## config.mk

```make
export PLATFORM = sky130hd
export DESIGN_NAME = msd_spi_regs
export DESIGN_NICKNAME = d
export VERILOG_FILES = /design/src/msd_pkg.sv /design/src/msd_spi_regs.sv
export SDC_FILE = /design/constraint.sdc
export NUM_CORES = 1
export LEC_CHECK = 0
export ABC_AREA = 1
export ABC_CLOCK_PERIOD_IN_PS = 3600
export BUFFER_PORTS_ARGS = -buffer_cell sky130_fd_sc_hd__buf_2
export CORE_MARGIN = 2
export CORE_UTILIZATION = 50
export DETAILED_ROUTE_END_ITERATION = 6
export PLACE_DENSITY = 0.69
export SLEW_MARGIN = 20
export SYNTH_ARGS = -nofsm -noshare
export SYNTH_HDL_FRONTEND = slang
export SYNTH_SLANG_ARGS = --single-unit
export TNS_END_PERCENT = 10
```

## constraint.sdc

```tcl
create_clock -name clk -period 3.6 [get_ports clk]
set_clock_uncertainty 0.2 [all_clocks]
set_input_delay 0.36 -clock clk [delete_from_list [all_inputs] [get_ports clk]]
set_output_delay 0.36 -clock clk [all_outputs]
set_load 0.1 [all_outputs]
```

## src/msd_pkg.sv

```systemverilog
// Constants and types for the stepper driver SPI register block
package msd_pkg;
    localparam int          CTRL_NUM       = 4;
    localparam logic [4:0]  ADDR_WATCHDOG  = 5'h00;
    localparam logic [4:0]  ADDR_STEP_CUR  = 5'h01;
    localparam logic [4:0]  ADDR_DRIVE_OPT = 5'h02;
    localparam logic [4:0]  ADDR_MOTOR_PWR = 5'h03;
    localparam logic [4:0]  ADDR_STAT_BASE = 5'h04;
    localparam logic [4:0]  ADDR_STAT_LAST = 5'h07;
    localparam logic [7:0]  CTRL_RESET     = 8'h00;
    localparam logic [3:0][7:0] CTRL_MASK  = {8'hF0, 8'hCF, 8'hFF, 8'hF8};
    localparam logic [4:0]  WRITE_BITS     = 5'h10;
    // Command byte fields
    localparam int CMD_WRITE_BIT = 7;
    // Watchdog register fields
    localparam int WD_KICK_BIT   = 7;
    localparam int WD_SEL_MSB    = 6;
    localparam int WD_SEL_LSB    = 3;
    // Step and current fields
    localparam int MSTEP_MSB     = 7;
    localparam int MSTEP_LSB     = 5;
    localparam int AMPL_MSB      = 4;
    // Drive option fields
    localparam int ROT_INV_BIT   = 7;
    localparam int EDGE_SEL_BIT  = 6;
    localparam int RATE_DBL_BIT  = 3;
    localparam int DITHER_BIT    = 2;
    localparam int SLOPE_MSB     = 1;
    // Motor power fields
    localparam int BRIDGE_BIT    = 7;
    localparam int SLEEP_BIT     = 6;
    localparam int GAIN_BIT      = 5;
    localparam int HOLD_BIT      = 4;
    // Status register 0 field for the watchdog boot flag
    localparam int BOOT_BIT      = 6;
    // Watchdog base interval
    localparam int UNIT_MS       = 32;
    localparam int CLK_KHZ       = 25000;
    localparam int WD_UNIT_CYC   = UNIT_MS * CLK_KHZ;

    typedef enum logic [1:0] {
        PH_CMD  = 2'b01,
        PH_DATA = 2'b10
    } msd_phase_t;

    typedef struct packed {
        logic [2:0] microstep_select;
        logic [4:0] coil_amplitude;
        logic [1:0] edge_slope_sel;
        logic       chop_rate_double;
        logic       chop_dither;
        logic       bridge_output_on;
        logic       low_power_request;
        logic [3:0] dog_interval_sel;
    } msd_ctrl_t;

    typedef struct packed {
        logic [3:0][7:0] ctrl;
        logic [3:0][6:0] stat;
        logic [3:0]      clr_pend;
        logic            boot_ev;
        logic            fault;
        msd_phase_t      phase;
        logic [4:0]      bits;
        logic [2:0]      pos;
        logic            wr_cmd;
        logic [4:0]      addr;
        logic [7:0]      rx;
        logic [7:0]      data;
        logic [7:0]      tx;
        logic            wd_run;
        logic [23:0]     wd_unit;
        logic [3:0]      wd_units;
        logic            wd_fire;
        logic            dir_cw;
        logic            step;
        logic [7:0]      angle;
    } msd_state_t;

    localparam msd_state_t ST_RST = '{phase: PH_CMD, default: '0};
endpackage : msd_pkg

```

## src/msd_spi_regs.sv

```systemverilog
// SPI slave engine and control/status register bank of the stepper driver
`timescale 1ns/100ps
`default_nettype none
module msd_spi_regs #(
    parameter logic [23:0] WD_UNIT_CYCLES = 24'(msd_pkg::WD_UNIT_CYC)
) (
    input  wire logic                clk,
    input  wire logic                arst_n,
    input  wire logic                spi_clk_pin,
    input  wire logic                chip_select_n,
    input  wire logic                spi_data_in,
    output logic                     spi_data_out,
    output logic                     spi_data_oe,
    output logic                     fault_out_n,
    output logic                     fault_out_oe,
    input  wire logic                hard_reset_pin,
    input  wire logic                step_advance_pin,
    input  wire logic                rotation_sense_pin,
    input  wire logic [3:0][6:0]     status_set,
    input  wire logic [7:0]          angle_level,
    output logic [7:0]               angle_feedback_out,
    output msd_pkg::msd_ctrl_t       ctrl_out,
    output logic                     step_pulse,
    output logic                     rotate_cw,
    output logic                     watchdog_reset
);
    import msd_pkg::*;

    msd_state_t st;
    msd_state_t next_st;
    logic [2:0] sclk_s;
    logic [2:0] cs_s;
    logic [2:0] step_s;
    logic [1:0] mosi_s;
    logic [1:0] dir_s;
    logic [1:0] hrst_s;
    logic       sclk_rise;
    logic       sclk_fall;
    logic       cs_high;
    logic       cs_rise;
    logic       sleep;
    logic [7:0] rd_val;
    logic [7:0] rx_byte;

    function automatic logic is_stat(input logic [4:0] a);
        return (a >= ADDR_STAT_BASE) && (a <= ADDR_STAT_LAST);
    endfunction : is_stat

    // Pins are asynchronous to clk, so every one passes two flops first
    always_ff @(posedge clk or negedge arst_n) begin
        if (!arst_n) begin
            sclk_s <= 3'h0;
            cs_s   <= 3'h7;
            step_s <= 3'h0;
            mosi_s <= 2'h0;
            dir_s  <= 2'h0;
            hrst_s <= 2'h0;
        end else begin
            sclk_s <= {sclk_s[1:0], spi_clk_pin};
            cs_s   <= {cs_s[1:0], chip_select_n};
            step_s <= {step_s[1:0], step_advance_pin};
            mosi_s <= {mosi_s[0], spi_data_in};
            dir_s  <= {dir_s[0], rotation_sense_pin};
            hrst_s <= {hrst_s[0], hard_reset_pin};
        end
    end

    assign sclk_rise = sclk_s[1] & ~sclk_s[2];
    assign sclk_fall = ~sclk_s[1] & sclk_s[2];
    assign cs_high   = cs_s[1];
    assign cs_rise   = cs_s[1] & ~cs_s[2];
    assign sleep     = st.ctrl[ADDR_MOTOR_PWR][SLEEP_BIT];
    assign rx_byte   = {st.rx[6:0], mosi_s[1]};

    // Control reads back as stored; status gets parity on top
    always_comb begin
        rd_val = 8'h00;
        if (st.addr < ADDR_STAT_BASE) begin
            rd_val = st.ctrl[st.addr[1:0]];
        end else if (is_stat(st.addr)) begin
            rd_val = {^st.stat[st.addr[1:0]],
                      st.stat[st.addr[1:0]]};
        end
    end

    always_comb begin
        logic [3:0][6:0] stat_n;
        logic            kick;
        logic            boot_clr;
        stat_n   = st.stat;
        kick     = 1'b0;
        boot_clr = 1'b0;
        next_st  = st;
        next_st.wd_fire = 1'b0;
        next_st.step    = 1'b0;
        if (!cs_high) begin
            if (sclk_rise) begin
                next_st.rx   = rx_byte;
                next_st.pos  = next_st.pos + 3'h1;
                next_st.bits = (st.bits == 5'h1F) ? st.bits
                                                  : st.bits + 5'h01;
                if (st.pos == 3'h7) begin
                    case (st.phase)
                        PH_DATA: begin
                            next_st.data  = rx_byte;
                            next_st.phase = PH_CMD;
                        end
                        default: begin
                            // Any byte outside a write data slot is a command
                            next_st.addr   = rx_byte[4:0];
                            next_st.wr_cmd = rx_byte[CMD_WRITE_BIT];
                            next_st.phase  = rx_byte[CMD_WRITE_BIT]
                                             ? PH_DATA : PH_CMD;
                        end
                    endcase
                end
            end
            if (sclk_fall) begin
                if (st.pos == 3'h0 && st.bits != 5'h00) begin
                    next_st.tx = rd_val;
                    if (is_stat(st.addr)) begin
                        next_st.clr_pend[st.addr[1:0]] = 1'b1;
                    end
                end else begin
                    next_st.tx = {st.tx[6:0], 1'b0};
                end
            end
        end else begin
            if (cs_rise && st.bits == WRITE_BITS && st.wr_cmd
                && st.addr < ADDR_STAT_BASE) begin
                next_st.ctrl[st.addr[1:0]] =
                    st.data & CTRL_MASK[st.addr[1:0]];
                if (st.addr == ADDR_WATCHDOG) begin
                    kick     = st.data[WD_KICK_BIT];
                    boot_clr = ~st.data[WD_KICK_BIT];
                end
            end
            next_st.bits  = 5'h00;
            next_st.pos   = 3'h0;
            next_st.phase = PH_CMD;
            // New events are ORed after the clear so none coinciding with it is lost
            for (int i = 0; i < CTRL_NUM; i++) begin
                stat_n[i] = (st.stat[i] & ~{7{st.clr_pend[i]}})
                            | status_set[i];
            end
            if (boot_clr) begin
                stat_n[0][BOOT_BIT] = 1'b0;
            end
            stat_n[0][BOOT_BIT] = stat_n[0][BOOT_BIT] | st.boot_ev;
            next_st.boot_ev  = 1'b0;
            next_st.stat     = stat_n;
            next_st.clr_pend = 4'h0;
            // Boot flag reports a past reset, not an error
            next_st.fault = |{stat_n[3:1], stat_n[0][5:0]};
        end
        if (st.wd_run) begin
            if (st.wd_unit == WD_UNIT_CYCLES - 24'h1) begin
                next_st.wd_unit = 24'h0;
                if (st.wd_units == st.ctrl[ADDR_WATCHDOG][WD_SEL_MSB:WD_SEL_LSB])
                begin
                    next_st.wd_fire = 1'b1;
                    next_st.wd_run  = 1'b0;
                    next_st.boot_ev = 1'b1;
                end else begin
                    next_st.wd_units = st.wd_units + 4'h1;
                end
            end else begin
                next_st.wd_unit = st.wd_unit + 24'h1;
            end
        end
        if (kick) begin
            next_st.wd_run   = 1'b1;
            next_st.wd_unit  = 24'h0;
            next_st.wd_units = 4'h0;
        end
        if (!sleep) begin
            next_st.dir_cw = (dir_s[1] ==
                st.ctrl[ADDR_DRIVE_OPT][ROT_INV_BIT]);
            next_st.step = st.ctrl[ADDR_DRIVE_OPT][EDGE_SEL_BIT]
                ? (~step_s[1] & step_s[2])
                : (step_s[1] & ~step_s[2]);
        end
        if (!st.ctrl[ADDR_MOTOR_PWR][HOLD_BIT]) begin
            next_st.angle = st.ctrl[ADDR_MOTOR_PWR][GAIN_BIT]
                ? {2'b00, angle_level[7:2]}
                : {1'b0, angle_level[7:1]};
        end
        if (hrst_s[1]) begin
            next_st = ST_RST;
        end
    end

    // Shift and address registers reset to zero, so the first byte is junk
    always_ff @(posedge clk or negedge arst_n) begin
        if (!arst_n) begin
            st <= ST_RST;
        end else begin
            st <= next_st;
        end
    end

    // Open-drain data line: pulled low only for zero bits while selected
    assign spi_data_out       = 1'b0;
    assign spi_data_oe        = ~cs_high & ~st.tx[7];
    assign fault_out_n        = 1'b0;
    assign fault_out_oe       = st.fault;
    assign angle_feedback_out = st.angle;
    assign step_pulse         = st.step;
    assign rotate_cw          = st.dir_cw;
    assign watchdog_reset     = st.wd_fire;
    assign ctrl_out.microstep_select =
        st.ctrl[ADDR_STEP_CUR][MSTEP_MSB:MSTEP_LSB];
    assign ctrl_out.coil_amplitude  = st.ctrl[ADDR_STEP_CUR][AMPL_MSB:0];
    assign ctrl_out.edge_slope_sel  = st.ctrl[ADDR_DRIVE_OPT][SLOPE_MSB:0];
    assign ctrl_out.chop_rate_double =
        st.ctrl[ADDR_DRIVE_OPT][RATE_DBL_BIT];
    assign ctrl_out.chop_dither     = st.ctrl[ADDR_DRIVE_OPT][DITHER_BIT];
    assign ctrl_out.bridge_output_on =
        st.ctrl[ADDR_MOTOR_PWR][BRIDGE_BIT] & ~sleep;
    assign ctrl_out.low_power_request = sleep;
    assign ctrl_out.dog_interval_sel =
        st.ctrl[ADDR_WATCHDOG][WD_SEL_MSB:WD_SEL_LSB];
endmodule : msd_spi_regs
`default_nettype wire

```

==> results.ini, run 1 <==
[logic_synthesis]
syn_avg_cell_area_um2=8.05
synth-simple-area-share_pct=21.9
synth_xor_xnor_area_share_pct=2.54
synth-compound-area-share_pct=14.7
synthDistinctLibCells=38
muxShareOfSynthArea_pct=0.726
synth-seq-cells=159
synth_warnings=0
seq_area_frac_synth_pct=48.2
synth_top_family_by_area=simple AND/OR/NAND/NOR gates
synth_area_um2=8270
ys.flop_type=dfrtp_1
syn_inst=1028
synth_edf_count=0
synthAdderAreaFrac_pct=1.97
synthArstFlopShare_pct=100

[timing]
setup_ws_ns=1.03
max-slew-margin-rel_pct=45.1
rsz0062_at_grt=no
finalHoldViolations=0
fin_crit_ns=2.57
setup_viol=0
setup-tns-final_ns=0
max_freq_mhz=389
worstMarginPinSlew_ns=0.823
fin_crit_sh_pct=71.4
drv_slew=0

[die]
start_util_pct=50.6
die_w_um=133
die_h_um=133
die_area_um2=17600
fp-row-count=47
io_pins=77
core_um2=16300

[status]
status=complete, no violations

[worst_setup_path]
cp_data_arrival_time_ns=2.67
crit_type=reg -> reg
rr_worst_depth=9
timing.rr.start=st[73]
critPathMaxFanout=14
start_kind=flip-flop
cp-endpoint=st[18]
worstPathRequired_ns=3.69
reg2reg_to=st[18]
rrSetupSlack_ns=1.03
end_kind=flip-flop
critPathLaunch=st[73]

[place]
port_buffers=72
routabilityCongestion=0.906
place_ws_ns=1.05
dpl.hpwl_um=14300

[global_route]
grt_max_degree=91
grt_pass1_vias=6693
grt_pass1_wl_um=33200
grt-ovfl-total=0
grt_antenna_before_repair=0
grt_usage_pct=23.6

[route]
drt_pre_antenna_iters=5
drc=0
post_drt_via_cell_ratio=5.33
detail_route.iter0.violations=485
vias=6993
drt-total-wl_um=20200
ant_nets=0
post_drt_wl_per_cell_um=15.4

[clocking]
clk_pin_slew_ns=0.07
htree_levels=4
clock_latency_ns=0.43
clock-sinks=159
post-cts-setup-buffers=0
cts_tree=done
cts_buffer_depth=2
cts_buffers=17
cts_root_buf=clkbuf_16

[power_and_ir_drop]
p_leak_uw=0.00440
power_density_nw_per_um2=430
power_uw=4010
ir_worst_vdd_v=0.000373

[cells_and_area]
layout.nets=1137
syn2layout_area_growth_pct=12.8
layout_commonest_cell=nand2_1
drive_gt1_share_pct=12.1
num_antenna_cells=0
final_cell_mix=nand2_1 (239), dfrtp_1 (155), inv_1 (123), o21ai_0 (111), nand3_1 (72)

[worst_hold_path]
hold_depth=3
hp-start=angle_level[7]
min_path_type=in -> reg

[run]
timing.max_cap.violations=0

-- logic make-up after synthesis --
family                   after synthesis
multiplexers                           6
AND/OR/NAND/NOR                      422
AO/OA/AOI/OAI                        218
XOR/XNOR                              24
flip-flops                           159
buffers and inverters                185
other                                  1
adder cells (fa/ha/maj)               13
-- per-layer routing --
metal / vias up / GRT usage [%] / part of all wire [%]
met1: 3310 / 32.9 / 47
met5: - / 0 / 0
met2: 182 / 37.8 / 47
li1: 3477 / - / -
met4: 0 / 6.75 / 1.3
met3: 24 / 4.75 / 4.7
-- worst max-delay path: stages, from the launching register on --
cell and delay [ns]:
dfrtp_1 0.40, inv_1 0.10, ha_1 0.17, nand3_1 0.15, nor3_4 0.43, nand3_2 0.19
nand2_2 0.17, nor2_2 0.14, inv_1 0.35, o22ai_1 0.14
-- worst min path at each step --
stage,endpoint
after global placement,hrst_s[1]
after floorplan,angle_feedback_out[0]
after global routing,st[100]
final,angle_feedback_out[6]
after detailed placement,hrst_s[1]
after CTS,st[100]
-- cell usage after synthesis, types with 3 or more instances --
cell      instances  share of area (%)
inv_2             5               0.23
xor2_1           19                2.0
dfstp_2           4                1.3
o21bai_1         21                1.9
nor3_1           16               0.97
nor2_2            4               0.30
buf_2            12               0.73
o21ai_0         111                6.7
buf_1             3               0.14
clkbuf_1         13               0.59
o21ai_1           8               0.48
dfrtp_1         155                 47
buf_4            28                2.5
o22ai_1          36                2.7
nand3_1          72                4.4
inv_1           123                5.6
nand2_1         239                 11
mux2i_1           6               0.73
xnor2_1           5               0.53
ha_1             13                2.0
nor4_1            6               0.45
a21oi_1          34                2.1
nand4_1          22                1.7
nor2_1           56                2.5
-- metrics by stage --
stage               hold WS, ns  util (%)  std cells  cell area [um^2]
floorplan                -0.136         -       1030              8280
global placement          0.132      53.0       1274              8660
global route            0.00128      57.1       1313              9330
finish                   0.0125      57.1       1313              9330
CTS                    0.000822      57.1       1313              9330
detailed placement        0.136      53.0       1274              8660
-- final cells by class --
cell class	instances	area [um^2]
Multi-Input combinational cell	686	3470
Sequential cell	159	3980
Timing Repair Buffer	88	517
Fill cell	1539	7020
Inverter	128	480
Clock inverter	15	176
Clock buffer	17	425
Tap cell	220	275
-- registers in the layout, summed over array words and instances, names as in the netlist --
register / cells
fault_out_oe: 1
step_s: 3
step_pulse: 1
dir_s: 2
sclk_s: 3
st: 109
hrst_s: 2
rx_byte: 7
mosi_s: 2
ctrl_out: 17
angle_feedback_out: 7
cs_s: 3
rotate_cw: 1
watchdog_reset: 1
-- where the power goes --
part,total (uW),switching [uW],internal (uW)
clock network,1840,791,1050
registers,1850,25.4,1830
logic,318,232,86.7
total,4010,1050,2960
-- timing repair --
item	4_1_cts	5_1_grt
hold buffers	7	0
endpoints found under the hold margin	94	0
resized for setup	0	0
Power figures use the tool's default switching activity.
==> run 2, diff against run 1 <==
--- a/config.mk
+++ b/config.mk
@@ -6,7 +6,7 @@
 export NUM_CORES = 1
 export LEC_CHECK = 0
 export ABC_AREA = 1
-export ABC_CLOCK_PERIOD_IN_PS = 3600
+export ABC_CLOCK_PERIOD_IN_PS = 2500
 export BUFFER_PORTS_ARGS = -buffer_cell sky130_fd_sc_hd__buf_2
 export CORE_MARGIN = 2
 export CORE_UTILIZATION = 50
==> constraint.sdc (replaced) <==
create_clock -name clk -period 2.5 [get_ports clk]
set_clock_uncertainty 0.2 [all_clocks]
set_input_delay 0.25 -clock clk [delete_from_list [all_inputs] [get_ports clk]]
set_output_delay 0.25 -clock clk [all_outputs]
set_load 0.1 [all_outputs]
==> run 2 against run 1 <==
Compared with the run above: final cell count increased by 3.6%; sequential power grew 44%; via count up 5.3%; sequential share of layout area down 2.0 points; final area rose by 5.0%; worst hold slack improved by 0.047 ns; clock power rose by 49%; setup slack lost 0.76 ns; non-clock buffer count rose by 47; sequential cell count unchanged.
==> results.ini, run 2 (synthesis gave the netlist of run 1 again) <==
[status]
status=complete, no violations

[clocking]
clock_latency_ns=0.43  ; about the same
htree_levels=4  ; unchanged
cts_tree=done
clock-sinks=159  ; unchanged
cts_buffer_depth=2  ; unchanged
cts_buffers=17  ; unchanged
post-cts-setup-buffers=0  ; unchanged
cts_root_buf=clkbuf_16
clk_pin_slew_ns=0.07  ; about the same

[timing]
fin_crit_sh_pct=89.2  ; +18 points
finalHoldViolations=0  ; unchanged
setup_viol=0  ; unchanged
max_freq_mhz=449  ; +15%
setup-tns-final_ns=0  ; unchanged
rsz0062_at_grt=no
drv_slew=0  ; unchanged
worstMarginPinSlew_ns=0.602  ; -0.221 ns
setup_ws_ns=0.271  ; -0.758 ns
max-slew-margin-rel_pct=59.8  ; +15 points
fin_crit_ns=2.23  ; -0.342 ns

[power_and_ir_drop]
p_comb_share_pct=8.7  ; +0.8 points
p_leak_uw=0.00461  ; +4.8%
p_int_uw=4410  ; +49%
p_seq_share_pct=44.9  ; -1.3 points
power_density_nw_per_um2=606  ; +41%
switchingPower_uw=1530  ; +46%
sw_frac_of_total_pct=25.7  ; -0.41 points
ir_worst_vdd_v=0.000650  ; +74%
p_clk_share_pct=46.3  ; +0.5 points

[cells_and_area]
num_antenna_cells=0  ; unchanged
layout.nets=1184  ; +4.1%
final_cell_mix=nand2_1 (239), dfrtp_1 (155), inv_1 (123), o21ai_0 (111), nand3_1 (72)
syn2layout_area_growth_pct=18.5
largest_reg_flops=109  ; unchanged
drive_gt1_share_pct=12.7  ; +0.64 points
largest-register=st
layout_commonest_cell=nand2_1

[route]
drt_pre_antenna_iters=5  ; unchanged
detail_route.iter0.violations=600  ; +24%
drt-total-wl_um=21100  ; +4.5%
wl_met2_um=10000  ; +5.2%
post_drt_via_cell_ratio=5.41  ; +1.7%
vias=7363  ; +5.3%
ant_nets=0  ; unchanged
drc=0  ; unchanged
wl_met1_um=9510  ; +0.70%
met3_length_um=1130  ; +19%
post_drt_wl_per_cell_um=15.5  ; +0.86%
top_layer=met4

[worst_setup_path]
reg2reg_to=st[12]
start_kind=flip-flop
cp_cell_sequence=ha_1 -> nand2_1 -> nor2_1 -> nand2_1 -> inv_2 -> nand3_1 -> nor2_2 -> nor2_1 -> o21ai_0
rr_worst_depth=9  ; unchanged
crit_type=reg -> reg
cpPeakStageDelay_ns=0.40  ; -0.03 ns
timing.rr.start=st[15]
slowest_stage=dfrtp_1
cp_top_family=simple AND/OR/NAND/NOR gates
rrSetupSlack_ns=0.27  ; -0.76 ns
end_kind=flip-flop
critPathBufInv=1  ; -1
cp_data_arrival_time_ns=2.37  ; -0.30 ns
critPathMaxFanout=6  ; -8
worstPathRequired_ns=2.64  ; -1.05 ns

[worst_hold_path]
hold_depth=4  ; +1
hp-start=status_set[6]
min_path_type=in -> reg
min_to=st[92]

[place]
place_ws_ns=0.233  ; -0.819 ns
dpl.hpwl_um=14500  ; +1.8%
port_buffers=72  ; unchanged
routabilityCongestion=0.904  ; -0.22%

[global_route]
grt-ovfl-total=0  ; unchanged
grt_max_degree=65  ; -29%
grt_pass1_vias=7123  ; +6.4%
grt_antenna_before_repair=0  ; unchanged
grt_pass1_wl_um=34700  ; +4.7%
grt_usage_pct=24.7  ; +1.1 points

[die]
core_um2=16300  ; unchanged
die_area_um2=17600  ; unchanged
start_util_pct=50.6  ; unchanged
die_w_um=133  ; unchanged
die_h_um=133  ; unchanged
fp-row-count=47  ; unchanged
io_pins=77  ; unchanged

[run]
timing.max_cap.violations=0  ; unchanged

[run 2: cell types whose count changed in the layout (fill, tap and decap cells not counted), sizes merged]
| cell | change |
|---|---|
| inv | +2 |
| bufinv | +1 |
| clkinvlp | +1 |
| buf | +11 |
| dlygate4sd3 | +36 |
| clkinv | -4 |
[run 2: worst max-delay path by stage]
stage | cells after the start | slack, ns | to | start
CTS | 10 | 0.23 | st[37] | st[15]
detailed placement | 10 | 0.23 | st[37] | st[15]
floorplan | 13 | 0.16 | st[17] | st[65]
global route | 10 | 0.01 | st[15] | st[15]
finish | 9 | 0.27 | st[12] | st[15]
global placement | 10 | 0.30 | st[37] | st[15]
[run 2: per-layer routing]
metal  vias to the layer above  global-route usage [%]
li1                       3576                       -
met1                      3516                    33.2
met2                       236                    39.8
met3                        35                    5.48
met4                         0                    8.54
met5                         -                       0
[run 2: cell type report]
type                       instances  area [um^2]
clock buffer                      17          425
clock inverter                    15          196
fill                            1487         6550
inverter                         128          480
multi-input combinational        686         3480
sequential                       159         3980
tap                              220          275
timing repair buffer             135          960
[run 2: per-stage QoR]
step	instance area, um^2	power, uW	utilization, %	hold WS [ns]	cells
finish	9800	5940	59.9	0.0598	1360
floorplan	8280	3020	-	-0.246	1030
detailed placement	8740	3180	53.5	0.0737	1285
CTS	9790	5990	59.9	0.0453	1360
global placement	8740	3170	53.5	0.0675	1285
global route	9800	6150	59.9	0.103	1360
[run 2: repair_timing]
action / 4_1_cts / 5_1_grt
resized for setup: 0 / 2
hold buffers: 43 / 0
hold endpoints to repair: 99 / 0
setup endpoints to repair: 0 / 8
[run 2: tightest hold or removal path, stage by stage]
cell and delay [ns]:
buf_2 0.10, o21bai_1 0.12, a21oi_1 0.08, o22ai_1 0.10
[run 2: power groups by stage]
stage               registers [uW]  logic, uW  clock network [uW]
CTS                           2670        516                2800
finish                        2670        517                2750
floorplan                     2720        292                   0
global placement              2710        457                   0
detailed placement            2720        463                   0
global route                  2670        573                2900
